**config.mk**
```make
export PLATFORM = sky130hd
export DESIGN_NAME = gfw_top
export DESIGN_NICKNAME = d
export VERILOG_FILES = /design/src/rtl/gfw_pkg.sv /design/src/rtl/gfw_filt_if.sv /design/src/rtl/gfw_sync.sv /design/src/rtl/gfw_filter.sv /design/src/rtl/gfw_top.sv
export VERILOG_INCLUDE_DIRS = /design/src /design/src/rtl
export SDC_FILE = /design/constraint.sdc
export NUM_CORES = 1
export LEC_CHECK = 0
export ABC_AREA = 1
export BUFFER_PORTS_ARGS = -buffer_cell sky130_fd_sc_hd__buf_2
export CELL_PAD_IN_SITES_DETAIL_PLACEMENT = 0
export CELL_PAD_IN_SITES_GLOBAL_PLACEMENT = 2
export CORE_ASPECT_RATIO = 0.6
export CORE_MARGIN = 1.5
export CORE_UTILIZATION = 35
export CTS_BUF_LIST = sky130_fd_sc_hd__clkbuf_16
export DETAILED_ROUTE_END_ITERATION = 12
export GPL_ROUTABILITY_DRIVEN = 1
export PLACE_DENSITY_LB_ADDON = 0.1
export SLEW_MARGIN = 25
export SYNTH_ARGS = -nofsm -noshare
export SYNTH_HDL_FRONTEND = slang
export SYNTH_SLANG_ARGS = --single-unit
```
**constraint.sdc**
```tcl
create_clock -name clk_sys -period 3.2 [get_ports clk_sys]
set_clock_uncertainty 0.15 [all_clocks]
set_input_delay 0.16 -clock clk_sys [delete_from_list [all_inputs] [get_ports clk_sys]]
set_output_delay 0.16 -clock clk_sys [all_outputs]
set_load 0.02 [all_outputs]
```
**src/rtl/gfw_map.svh**
```systemverilog
`ifndef GFW_MAP_SVH
`define GFW_MAP_SVH

`define GFW_CFG_ADDR      16'hA02E
`define GFW_ADDR_W        16
`define GFW_DATA_W        8
`define GFW_CFG_RESET     8'h00
`define GFW_RISE_BIT      7
`define GFW_FALL_BIT      6
`define GFW_FILT_LSB      4
`define GFW_FILT_W        2
`define GFW_SEL_LSB       0
`define GFW_SEL_W         4
`define GFW_PIN_CNT       16
`define GFW_CLK_HZ        200_000_000
`define GFW_FILT_BASE_MS  1
`define GFW_FILT_BASE_CYC (`GFW_CLK_HZ / 1000 * `GFW_FILT_BASE_MS)
`define GFW_FILT_MAX_SHL  3
`define GFW_CNT_W         21

`endif

```
**src/rtl/gfw_pkg.sv**
```systemverilog
`include "gfw_map.svh"
`default_nettype none
package gfw_pkg;
    typedef struct packed {
        logic                   rise_en;
        logic                   fall_en;
        logic [`GFW_FILT_W-1:0] filt;
        logic [`GFW_SEL_W-1:0]  sel;
    } gfw_cfg_type;

    typedef struct packed {
        logic [`GFW_PIN_CNT-1:0] s1;
        logic [`GFW_PIN_CNT-1:0] s2;
    } gfw_sync_state_type;

    typedef struct packed {
        logic                  level;
        logic [`GFW_CNT_W-1:0] cnt;
        logic                  rise;
        logic                  fall;
    } gfw_filt_state_type;

    typedef struct packed {
        gfw_cfg_type            cfg;
        logic                   rise_flag;
        logic                   fall_flag;
        logic [`GFW_DATA_W-1:0] rdata;
        logic                   wake_req;
        logic                   int_out;
        logic                   restart;
    } gfw_top_state_type;
endpackage
`default_nettype wire

```
**src/rtl/gfw_filt_if.sv**
```systemverilog
`include "gfw_map.svh"
`default_nettype none
interface gfw_filt_if;
    logic                   sample;
    logic                   restart;
    logic [`GFW_FILT_W-1:0] time_code;
    logic                   rise_evt;
    logic                   fall_evt;
    logic                   level;

    modport ctrl (output sample, output restart, output time_code,
                  input rise_evt, input fall_evt, input level);
    modport filt (input sample, input restart, input time_code,
                  output rise_evt, output fall_evt, output level);
endinterface
`default_nettype wire

```
**src/rtl/gfw_sync.sv**
```systemverilog
`include "gfw_map.svh"
`default_nettype none
module gfw_sync (
    input  wire logic                    clk_sys,
    input  wire logic                    rst,
    input  wire logic [`GFW_PIN_CNT-1:0] pin_in,
    output var  logic [`GFW_PIN_CNT-1:0] pin_sync
);
    import gfw_pkg::*;

    gfw_sync_state_type st_r;
    gfw_sync_state_type st_nxt;

    // first stage feeds only the second
    always_comb begin
        st_nxt    = st_r;
        st_nxt.s1 = pin_in;
        st_nxt.s2 = st_r.s1;
    end

    always_ff @(posedge clk_sys or posedge rst) begin
        if (rst) begin
            st_r <= '0;
        end else begin
            st_r <= st_nxt;
        end
    end

    assign pin_sync = st_r.s2;
endmodule
`default_nettype wire

```
**src/rtl/gfw_filter.sv**
```systemverilog
`include "gfw_map.svh"
`default_nettype none
module gfw_filter #(
    parameter int unsigned BASE_CYC = `GFW_FILT_BASE_CYC
) (
    input  wire logic clk_sys,
    input  wire logic rst,
    gfw_filt_if.filt  fi
);
    import gfw_pkg::*;

    localparam int CW = `GFW_CNT_W;

    initial begin
        if (BASE_CYC < 1 || (64'(BASE_CYC) << `GFW_FILT_MAX_SHL) > (64'd1 << CW)) begin
            $error("gfw_filter: BASE_CYC out of range");
        end
    end

    gfw_filt_state_type st_r;
    gfw_filt_state_type st_nxt;
    logic [CW-1:0]      limit;

    // 1, 2, 4 or 8 base periods
    assign limit = CW'(BASE_CYC) << fi.time_code; // [RQ10]

    // a new level must hold for limit samples before it is taken
    always_comb begin
        st_nxt      = st_r;
        st_nxt.rise = 1'b0;
        st_nxt.fall = 1'b0;
        if (fi.restart) begin
            st_nxt.level = fi.sample;
            st_nxt.cnt   = '0;
        end else if (fi.sample != st_r.level) begin // [RQ3]
            if (st_r.cnt >= limit - CW'(1)) begin // [RQ4]
                st_nxt.level = fi.sample;
                st_nxt.cnt   = '0;
                st_nxt.rise  = fi.sample;
                st_nxt.fall  = ~fi.sample;
            end else begin
                st_nxt.cnt = st_r.cnt + CW'(1);
            end
        end else begin
            st_nxt.cnt = '0; // [RQ4]
        end
    end

    always_ff @(posedge clk_sys or posedge rst) begin
        if (rst) begin
            st_r <= '0;
        end else begin
            st_r <= st_nxt;
        end
    end

    assign fi.rise_evt = st_r.rise;
    assign fi.fall_evt = st_r.fall;
    assign fi.level    = st_r.level;
endmodule
`default_nettype wire

```
**src/rtl/gfw_top.sv**
```systemverilog
// Function
// [RQ1] selected pin change wakes sleeping CPU
// [RQ2] enabled edge interrupt also wakes, interrupts
// [RQ3] trigger on rising, falling or both
// [RQ4] pulses shorter than filter time discarded
// [RQ5] exactly one of sixteen pins feeds filter
// [RQ6] bit 7 write enables rising wake
// [RQ7] sticky rise flag, cleared writing enable zero
// [RQ8] bit 6 write enables falling wake
// [RQ9] sticky fall flag, cleared writing enable zero
// [RQ10] filter code selects 1, 2, 4, 8 ms
// [RQ11] select codes map port0 then port1 bits
// [RQ12] config register resets to all zeros
// [RQ13] selected pin synchronised before edge detection
`include "gfw_map.svh"
`default_nettype none
module gfw_top #(
    parameter int unsigned FILT_BASE_CYC = `GFW_FILT_BASE_CYC
) (
    input  wire logic                   clk_sys,
    input  wire logic                   rst,
    input  wire logic [`GFW_ADDR_W-1:0] reg_addr,
    input  wire logic [`GFW_DATA_W-1:0] reg_wdata,
    input  wire logic                   reg_wr,
    input  wire logic                   reg_rd,
    output var  logic [`GFW_DATA_W-1:0] reg_rdata,
    input  wire logic [7:0]             pin_port0,
    input  wire logic [7:0]             pin_port1,
    input  wire logic                   cpu_sleep,
    input  wire logic                   edge_int_req,
    output var  logic                   cpu_wake_req,
    output var  logic                   edge_int_out,
    output var  logic                   rise_wake_flag,
    output var  logic                   fall_wake_flag
);
    import gfw_pkg::*;

    initial begin
        if (FILT_BASE_CYC < 1) begin
            $error("gfw_top: FILT_BASE_CYC must be at least one");
        end
    end

    gfw_top_state_type       st_r;
    gfw_top_state_type       st_nxt;
    logic [`GFW_PIN_CNT-1:0] pin_sync;
    logic                    cfg_hit;
    logic                    wr_hit;
    logic                    rd_hit;
    logic                    rise_hit;
    logic                    fall_hit;
    logic                    wake_evt;
    logic [`GFW_SEL_W-1:0]   new_sel;

    gfw_filt_if fi ();

    // port 1 in the upper half so select code msb picks the port
    gfw_sync u_sync (
        .clk_sys  (clk_sys),
        .rst      (rst),
        .pin_in   ({pin_port1, pin_port0}), // [RQ11]
        .pin_sync (pin_sync)                // [RQ13]
    );

    gfw_filter #(
        .BASE_CYC (FILT_BASE_CYC)
    ) u_filter (
        .clk_sys (clk_sys),
        .rst     (rst),
        .fi      (fi)
    );

    // single source into the filter
    assign fi.sample    = pin_sync[st_r.cfg.sel]; // [RQ5]
    assign fi.restart   = st_r.restart;
    assign fi.time_code = st_r.cfg.filt; // [RQ10]

    // register decode
    assign cfg_hit = (reg_addr == `GFW_CFG_ADDR);
    assign wr_hit  = reg_wr && cfg_hit;
    assign rd_hit  = reg_rd && cfg_hit;
    assign new_sel = reg_wdata[`GFW_SEL_LSB +: `GFW_SEL_W];

    // qualified filtered events
    assign rise_hit = fi.rise_evt && st_r.cfg.rise_en; // [RQ3]
    assign fall_hit = fi.fall_evt && st_r.cfg.fall_en; // [RQ3]
    assign wake_evt = rise_hit || fall_hit || edge_int_req; // [RQ2]

    always_comb begin
        st_nxt         = st_r;
        st_nxt.restart = 1'b0;

        // configuration write
        if (wr_hit) begin
            st_nxt.cfg.rise_en = reg_wdata[`GFW_RISE_BIT]; // [RQ6]
            st_nxt.cfg.fall_en = reg_wdata[`GFW_FALL_BIT]; // [RQ8]
            st_nxt.cfg.filt    = reg_wdata[`GFW_FILT_LSB +: `GFW_FILT_W]; // [RQ10]
            st_nxt.cfg.sel     = new_sel; // [RQ11]
            // new pin: take its level without an event
            st_nxt.restart     = (new_sel != st_r.cfg.sel); // [RQ5]
        end

        // sticky flags: event wins over a clearing write
        if (wr_hit && !reg_wdata[`GFW_RISE_BIT]) begin
            st_nxt.rise_flag = 1'b0; // [RQ7]
        end
        if (rise_hit) begin
            st_nxt.rise_flag = 1'b1; // [RQ7]
        end
        if (wr_hit && !reg_wdata[`GFW_FALL_BIT]) begin
            st_nxt.fall_flag = 1'b0; // [RQ9]
        end
        if (fall_hit) begin
            st_nxt.fall_flag = 1'b1; // [RQ9]
        end

        // wake held until the CPU leaves sleep
        st_nxt.wake_req = (st_r.wake_req || wake_evt) && cpu_sleep; // [RQ1]
        st_nxt.int_out  = edge_int_req; // [RQ2]

        // read data valid only the cycle after the strobe
        if (rd_hit) begin
            st_nxt.rdata = {st_r.rise_flag, st_r.fall_flag, st_r.cfg.filt, st_r.cfg.sel}; // [RQ7]
        end else begin
            st_nxt.rdata = '0;
        end
    end

    always_ff @(posedge clk_sys or posedge rst) begin
        if (rst) begin
            st_r     <= '0;
            st_r.cfg <= gfw_cfg_type'(`GFW_CFG_RESET); // [RQ12]
        end else begin
            st_r <= st_nxt;
        end
    end

    assign reg_rdata      = st_r.rdata;
    assign cpu_wake_req   = st_r.wake_req;
    assign edge_int_out   = st_r.int_out;
    assign rise_wake_flag = st_r.rise_flag;
    assign fall_wake_flag = st_r.fall_flag;
endmodule
`default_nettype wire

```
# [Word-level counts from Yosys, hierarchy flattened]
# Index checks and enable logic that the tools add are counted.
[word_totals] ff_bits=77 elab_cells=58 out_inout_bits=12
[op_classes] shifts=1 bitwise=1 n_addsub=2 reduce_logical=17 muxes=16 n_eq_ne=3 n_lt_le_gt_ge=2
[ops] op="21-bit two-way mux" count=2
[ops] op="22-bit two-way mux" count=1
[ops] op="21-bit by 1-bit adder with 21-bit output, second input constant" count=1
[ops] op="21-bit greater-or-equal comparator" count=1
[ops] op="18-bit by 2-bit left shift with 21-bit output, first input constant" count=1
[ops] op="21-bit by 1-bit subtractor with 21-bit output, second input constant" count=1
[ops] op="16-bit equality test, second input constant" count=1
[ops] op="1-bit two-way mux" count=8
[ops] op="8-bit two-way mux" count=1
[ops] op="2-bit nonzero test" count=4
[ops] op="1-bit logical AND" count=7
[ops] op="2-bit two-way mux" count=3
[ops] op="4-bit by 5-bit < comparator with 1-bit output, second input constant" count=1
[ops] op="1-bit binary-select mux with 4-bit select" count=1
[ops] op="4-bit != test" count=1
[ops] op="1-bit logical OR" count=3
[ops] op="1-bit logical NOT" count=2
[ops] op="2-bit AND reduction" count=1
[ops] op="1-bit != test" count=1
[ops] op="1-bit NOT" count=1

# [Depth between registers and ports, before layout]
# Gate-level depths: netlist of the first run.
[depth] ltp_word=6 mapped_depth=15

# [By module]
# Synthesis of the first run repeated with hierarchy kept, for this count alone.
[unflattened] cells_unflattened=409 area_unflattened_um2=3824.9
[modules_own_cells] module="gfw_filter" seq_area_each_um2=600.6 n_inst=1 cells_each=231 area_per_inst_um2=1873.0
[modules_own_cells] module="gfw_top" seq_area_each_um2=525.5 n_inst=1 cells_each=145 area_per_inst_um2=1147.4
[modules_own_cells] module="gfw_sync" seq_area_each_um2=800.8 n_inst=1 cells_each=33 area_per_inst_um2=804.5

# [Least setup slack after synthesis of the first run]
# OpenSTA, ideal clock, no wires.
[synth_timing] path_type="register to register" start="register st_r (netlist bit fi.time_code[1])" end="register u_filter.st_r[2] in the netlist's numbering" required_time_ns=2.981 slack_ns=0.953 stages_incl_launch_ff=16 setup_time_ns=0.069 n_path_buf=1 period_less_slack_ns=2.247 arrival_ns=2.028 cell_sequence="dfrtp_1 > inv_1 > ha_1 > inv_1 > a211oi_1 > ha_1 > nand4_1 > inv_1 > nand2_1 > nand2_1 > nand2_1 > nand3_2 > nor2_2 > nand2_4 > buf_6 > nor2_2"
[synth_lines] item="start, declared" line="gfw_top.sv:44" rtl="gfw_top_state_type st_r;"
[synth_lines] item="start signal, assigned" line="gfw_top.sv:134" rtl="st_r <= st_nxt;"
[synth_lines] item="end signal, assigned" line="gfw_filter.sv:53" rtl="st_r <= st_nxt;"
[synth_lines] item="end, declared" line="gfw_filter.sv:20" rtl="gfw_filt_state_type st_r;"

==> impl_metrics.env, run 1 <==
export IMPL_outcome="completed"
export IMPL_crit_reg2reg_launch="fi.time_code[1]$_DFFE_PP0P_"
export IMPL_row_count=28
export IMPL_nNetsFinal=521
export IMPL_critPathKind="reg -> reg"
export IMPL_avgRoutedWirePerCell_um=12.4
export IMPL_critical_path_arrival_ns=2.73
export IMPL_die_h_um=81.5
export IMPL_fin_area_mm2=0.00456
export IMPL_pre_cts_slack_ns=0.560
export IMPL_max_clock_path_buffers=2
export IMPL_cts_hold_buf=26
export IMPL_drv_slew=0
export IMPL_slew_headroom_pct=54.6
export IMPL_cts_tree="done"
export IMPL_register_area_mm2=0.00193
export IMPL_overflow=0
export IMPL_r2r_end="u_filter.st_r[22]$_DFF_PP0_"
export IMPL_cts_resized=0
export IMPL_syn_inst=370
export IMPL_ys_seq_area_share_pct=53.6
export IMPL_min_from="reg_wr"
export IMPL_fmax_mhz=381
export IMPL_drc=0
export IMPL_clkTransAtPathRegs_ns=0.06
export IMPL_drt_vias_per_instance=4.30
export IMPL_synth_area_leaders="dfrtp_1, ha_1, nand2_1"
export IMPL_netlist_area_leader_share_pct=53.6
export IMPL_drtIter0Drc=96
export IMPL_cts_sink_count=77
export IMPL_drtAntennaViolNets=0
export IMPL_yosysWarningCount=0
export IMPL_clk_latency_ns=0.33
export IMPL_coreArea_mm2=0.00991
export IMPL_power_leakage_nw=2.30
export IMPL_reg2reg_slack_ns=0.58
export IMPL_setup_viol=0
export IMPL_grt_usage_pct=15.2
export IMPL_drt_wl_total_um=7360
export IMPL_setup_tns_ns=0
export IMPL_antenna_cells=0
export IMPL_cts_setup_buffers=0
export IMPL_grt_pass1_wl_um=12600
export IMPL_min_to="fi.restart$_DFF_PP0_"
export IMPL_initial_core_util_pct=36.2
export IMPL_port_buffers=57
export IMPL_cap_violations=0
export IMPL_rsz0062_at_grt="no"
export IMPL_syn2layout_area_growth_pct=26.8
export IMPL_fillers=933
export IMPL_dr_pass1_iters=4
export IMPL_gp_congestion=0.763
export IMPL_ff2ff_path_depth=14
export IMPL_setup_slack_ns=0.576
export IMPL_syn_cell_area_mm2=0.00359
export IMPL_cp_end_kind="flop"
export IMPL_htree_levels=3
export IMPL_io_pin_count=58
export IMPL_antenna_found_initial=0
export IMPL_hold_viol=0
export IMPL_cts_root_buf="clkbuf_16"
export IMPL_vias=2552
export IMPL_ir_worst_vdd_v=0.000329
export IMPL_dp_hpwl_um=5250
export IMPL_placed_area_mm2=0.00395
export IMPL_min_period_ns=2.62
export IMPL_die_w_um=134
export IMPL_syn_nets=437
export IMPL_startpoint_type="flop"
export IMPL_p_per_area_mw_per_mm2=489
export IMPL_worstPathRequired_ns=3.31
export IMPL_cts_buffers=9
export IMPL_max_slew_worst_pin_slew_ns=0.681
export IMPL_synth_avg_cell_area_um2=9.71
export IMPL_dieArea_mm2=0.0109
export IMPL_grt_pass1_vias=2523
export IMPL_fin_crit_sh_pct=82.0
export IMPL_synth_cell_type_count=30
export IMPL_hp_class="in -> reg"
export IMPL_yosys_area_top_type="dfrtp_1"
export IMPL_ys_ff_latch=77
export IMPL_multi_input_area_mm2=0.00138
export IMPL_cp_max_fo=21
export IMPL_drive_above_1_share_pct=23.7
export IMPL_grt_max_degree=78
export IMPL_worst_hold_path_num_cells=3
synth_stat cells:
cell	instances
buf_6	3
nand4_1	7
o21ai_0	10
a21o_1	1
nand2_1	64
xnor2_1	9
nor2_1	30
nor3b_1	1
nor3_2	1
dfrtp_1	77
o31ai_1	1
ha_1	21
nand3_1	24
nor4_1	1
nor3_1	5
a31oi_1	1
a21oi_1	7
xor2_1	14
and3_1	1
conb_1	1
nand2_4	1
a211oi_1	1
nand3_2	4
nand2_2	4
inv_1	47
a21boi_0	1
inv_6	1
inv_2	1
buf_4	9
nor2_2	22
per-stage QoR:
stage | utilization, % | hold slack [ns] | power [mW] | instances
2_1_floorplan | - | 0.0414 | 1.07 | 370
3_3_place_gp | 39.9 | 0.118 | 1.11 | 551
3_5_place_dp | 39.9 | 0.119 | 1.11 | 551
4_1_cts | 45.8 | 0.00651 | 2.27 | 593
5_1_grt | 45.9 | 0.133 | 2.34 | 594
6_report | 45.9 | 0.101 | 2.23 | 594
critical path, stage by stage, from the launching register on:
cell and delay (ns):
dfrtp_1 0.42, inv_1 0.23, ha_1 0.22, inv_1 0.06
a211oi_1 0.21, ha_1 0.28, nand4_1 0.13, inv_1 0.05
nand2_1 0.05, nand2_1 0.05, nand2_1 0.07, nand3_2 0.10
nor2_2 0.16, nand2_4 0.24, nor2_1 0.15
metal layers:
| metal | track usage (%) | share of wire [%] | up-vias |
|---|---|---|---|
| li1 | - | - | 1333 |
| met1 | 22.9 | 57 | 1165 |
| met2 | 20.9 | 37 | 44 |
| met3 | 4.57 | 4.0 | 10 |
| met4 | 4.24 | 1.1 | 0 |
| met5 | 0 | 0 | - |
cell usage in the layout (no fill, tap or decap), types with 2 or more instances in the layout:
cell	count
clkinvlp_4	2
nor3_1	5
nand2_1	64
inv_6	3
o21ai_0	10
xor2_1	14
inv_1	46
nor2_2	22
a21oi_1	7
nand2_2	4
nand3_2	4
bufinv_16	2
ha_1	21
nor2_1	30
xnor2_1	9
dfrtp_1	77
nand3_1	24
nand4_1	7
dlygate4sd3_1	27
clkbuf_16	9
inv_2	2
buf_2	57
how the worst max path moves through the flow:
stage                                        to  slack [ns]                   startpoint
global route        u_filter.st_r[22]$_DFF_PP0_        0.26  fi.time_code[1]$_DFFE_PP0P_
finish              u_filter.st_r[22]$_DFF_PP0_        0.58  fi.time_code[1]$_DFFE_PP0P_
floorplan                cpu_wake_req$_DFF_PP0_        0.92                          rst
CTS                 u_filter.st_r[22]$_DFF_PP0_        0.54  fi.time_code[1]$_DFFE_PP0P_
global placement    u_filter.st_r[22]$_DFF_PP0_        0.63  fi.time_code[1]$_DFFE_PP0P_
detailed placement  u_filter.st_r[22]$_DFF_PP0_        0.56  fi.time_code[1]$_DFFE_PP0P_
state kept, by name, summed over array words and instances (netlist names):
register,flops
u_filter.st_r,21
u_sync.pin_sync,16
u_sync.st_nxt,16
reg_rdata,8
st_r,6
fi.time_code,2
cpu_wake_req,1
edge_int_out,1
fall_wake_flag,1
fi.restart,1
rise_wake_flag,1
u_filter.fi.fall_evt,1
u_filter.fi.level,1
u_filter.fi.rise_evt,1
final cells by class:
class	count	share of cell area (%)
Sequential cell	77	42.3
Multi-Input combinational cell	232	30.2
Timing Repair Buffer	85	12.4
Clock buffer	9	4.94
Inverter	49	4.15
Tap cell	135	3.71
Clock inverter	7	2.28
power by group:
part	switching (mW)	internal, mW
clock network	0.418	0.693
registers	0.00947	0.998
logic	0.0537	0.0547
cells by family after synthesis:
family,Yosys count,synth area share (%)
buf+inv,61,8.08
compound gates,22,3.38
flops,77,53.6
xor+xnor,23,5.61
fa+ha+maj,21,7.31
other cells,1,0.104
simple gates,165,21.9
Note: power is estimated with default switching activity, not from simulation.
==> run 2: changes to the inputs <==
Settings changed: CORE_UTILIZATION 35 to 32.
Clock period 3.2 ns to 2.3 ns, I/O delays scaled along.
==> run 2 against run 1 <==
The run now ends with DRC, setup timing left. Critical path depth grew 1. Cell area increased by 6.0%. Flip-flop and latch count did not move. Via count rose by 2.1%. Count of clock-buffer cells in the layout did not move. Setup slack worse by 0.58 ns. Wire length is 6.8% higher. Combinational power rose by 55%. Maximum frequency grew 14%. Critical endpoint is now u_filter.fi.level$_DFFE_PP0P_. Largest cell class unchanged.
==> impl_metrics.env, run 2 (synthesis results as in run 1) <==
export IMPL_outcome="finished with violations"
export IMPL_violations="DRC, setup timing"
export IMPL_cp_end_kind="flop"
export IMPL_crit_reg2reg_launch="fi.time_code[1]$_DFFE_PP0P_"
export IMPL_min_period_ns=2.30
export IMPL_ir_worst_vdd_v=0.000362
export IMPL_avgRoutedWirePerCell_um=12.6
export IMPL_critPathKind="reg -> reg"
export IMPL_cp_max_fo=4
export IMPL_total_power_mw=3.03
export IMPL_cp_slowest_stage_delay_ns=0.36
export IMPL_grt_max_degree=43
export IMPL_port_buffers=57
export IMPL_die_w_um=140
export IMPL_endpoint="u_filter.fi.level$_DFFE_PP0P_"
export IMPL_rsz0062_at_grt="yes"
export IMPL_row_count=29
export IMPL_hp_class="in -> reg"
export IMPL_min_from="reg_wr"
export IMPL_max_slew_worst_pin_slew_ns=0.624
export IMPL_htree_levels=3
export IMPL_cap_violations=0
export IMPL_drtIter0Drc=114
export IMPL_cts_tree="done"
export IMPL_io_pin_count=58
export IMPL_layout_commonest_cell="dfrtp_1"
export IMPL_ff2ff_path_depth=15
export IMPL_slew_headroom_pct=58.3
export IMPL_largest_reg_flops=21
export IMPL_drive_above_1_share_pct=30.3
export IMPL_antenna_cells=0
export IMPL_regMostFlops="u_filter.st_r"
export IMPL_coreArea_mm2=0.0107
export IMPL_pre_cts_slack_ns=-0.172
export IMPL_path_cells="inv_2 -> ha_4 -> inv_2 -> ha_4 -> nand2_2 -> nor2_1 -> nand2_1 -> nor2_1 -> nand3_1 -> nand3_2 -> nor2_4 -> buf_4 -> buf_4 -> nand2_2 -> nand2_1"
export IMPL_worstPathRequired_ns=2.37
export IMPL_critPathSlowestCell="dfrtp_1"
export IMPL_dr_pass1_iters=8
export IMPL_drv_slew=0
export IMPL_antenna_found_initial=0
export IMPL_hold_viol=0
export IMPL_gp_congestion=0.760
export IMPL_grt_usage_pct=14.7
export IMPL_dieArea_mm2=0.0119
export IMPL_drt_wl_total_um=7850
export IMPL_reg2reg_slack_ns=-0.0005
export IMPL_critical_path_arrival_ns=2.37
export IMPL_dp_hpwl_um=5920
export IMPL_cts_buffers=9
export IMPL_power_leakage_nw=2.42
export IMPL_cts_sink_count=77
export IMPL_startpoint_type="flop"
export IMPL_grt_pass1_vias=2645
export IMPL_max_clock_path_buffers=2
export IMPL_vias=2606
export IMPL_clk_latency_ns=0.33
export IMPL_drc=3
export IMPL_worst_path_buf_inv=4
export IMPL_cts_root_buf="clkbuf_16"
export IMPL_setup_tns_ns=-0.000505
export IMPL_drt_vias_per_instance=4.20
export IMPL_fmax_mhz=435
export IMPL_p_per_area_mw_per_mm2=628
export IMPL_initial_core_util_pct=33.4
export IMPL_clkTransAtPathRegs_ns=0.07
export IMPL_mostFrequentLayoutCells="dfrtp_1, nand2_1, buf_2"
export IMPL_overflow=0
export IMPL_cpLargestDelayFamily="simple AND/OR/NAND/NOR gates"
export IMPL_crit_path_start="fi.time_code[1]$_DFFE_PP0P_"
export IMPL_nNetsFinal=544
export IMPL_drtAntennaViolNets=0
export IMPL_setup_viol=1
export IMPL_syn2layout_area_growth_pct=34.4
export IMPL_grt_pass1_wl_um=13300
export IMPL_fin_crit_sh_pct=100
export IMPL_setup_slack_ns=-0.000505
export IMPL_path_depth=15
export IMPL_die_h_um=85.1
export IMPL_hold_slack_ns=0.0600
export IMPL_r2r_end="u_filter.fi.level$_DFFE_PP0P_"
-- run 2: changes by cell type in the layout (fill, tap and decap cells not counted), sizes merged --
cell and delta:
clkinvlp -1, bufinv -1, buf +23, clkinv +3, inv -1
-- run 2: through the flow --
stage / cell area (um2) / util [%] / instances
2_1_floorplan: 3590 / - / 370
3_3_place_gp: 4150 / 38.6 / 575
3_5_place_dp: 4150 / 38.6 / 575
4_1_cts: 4750 / 44.3 / 619
5_1_grt: 4830 / 45.0 / 621
6_report: 4830 / 45.0 / 621
-- run 2: repair_timing --
| item | in CTS | in global routing |
|---|---|---|
| pin swaps | 6 | 7 |
| endpoints found under the setup margin | 21 | 22 |
| gates resized for setup | 6 | 10 |
| hold buffers | 27 | 0 |
| setup buffers | 1 | 2 |
| endpoints found under the hold margin | 64 | 0 |
-- run 2: worst reg2reg max path, cell delays in order, from the launching register on --
cell,delay [ns]
dfrtp_1,0.36
inv_2,0.08
ha_4,0.28
inv_2,0.05
ha_4,0.26
nand2_2,0.04
nor2_1,0.11
nand2_1,0.10
nor2_1,0.13
nand3_1,0.10
nand3_2,0.12
nor2_4,0.05
buf_4,0.13
buf_4,0.12
nand2_2,0.04
nand2_1,0.05
-- run 2: how the worst min path moves through the flow --
stage	cells past startpoint	endpoint	slack, ns
after CTS	3	fi.restart$_DFF_PP0_	0.07
after detailed placement	2	u_filter.st_r[2]$_DFF_PP0_	0.07
after floorplan	0	edge_int_out$_DFF_PP0_	-0.004
after global routing	3	fi.restart$_DFF_PP0_	0.10
after global placement	2	u_filter.st_r[2]$_DFF_PP0_	0.06
final	3	fi.restart$_DFF_PP0_	0.06
-- run 2: final cells by class --
cell class                 instances  area [um2]
sequential                        77        1930
clock inverter                     7        91.3
timing repair buffer             108         773
inverter                          49         190
clock buffer                       9         225
multi-input combinational        232        1450
fill                            1052        5910
tap                              139         174
-- run 2: power breakdown --
part	internal (mW)	total, mW	switching [mW]
Combinational	0.0869	0.167	0.0806
Clock	0.866	1.47	0.600
Sequential	1.39	1.40	0.0112
Total	2.34	3.03	0.692
-- run 2: per-layer routing --
| layer | track usage (%) | share of wire, % |
|---|---|---|
| met5 | 0 | 0 |
| met4 | 3.44 | 0.76 |
| met3 | 4.01 | 3.9 |
| met2 | 19.5 | 37 |
| met1 | 23.2 | 58 |
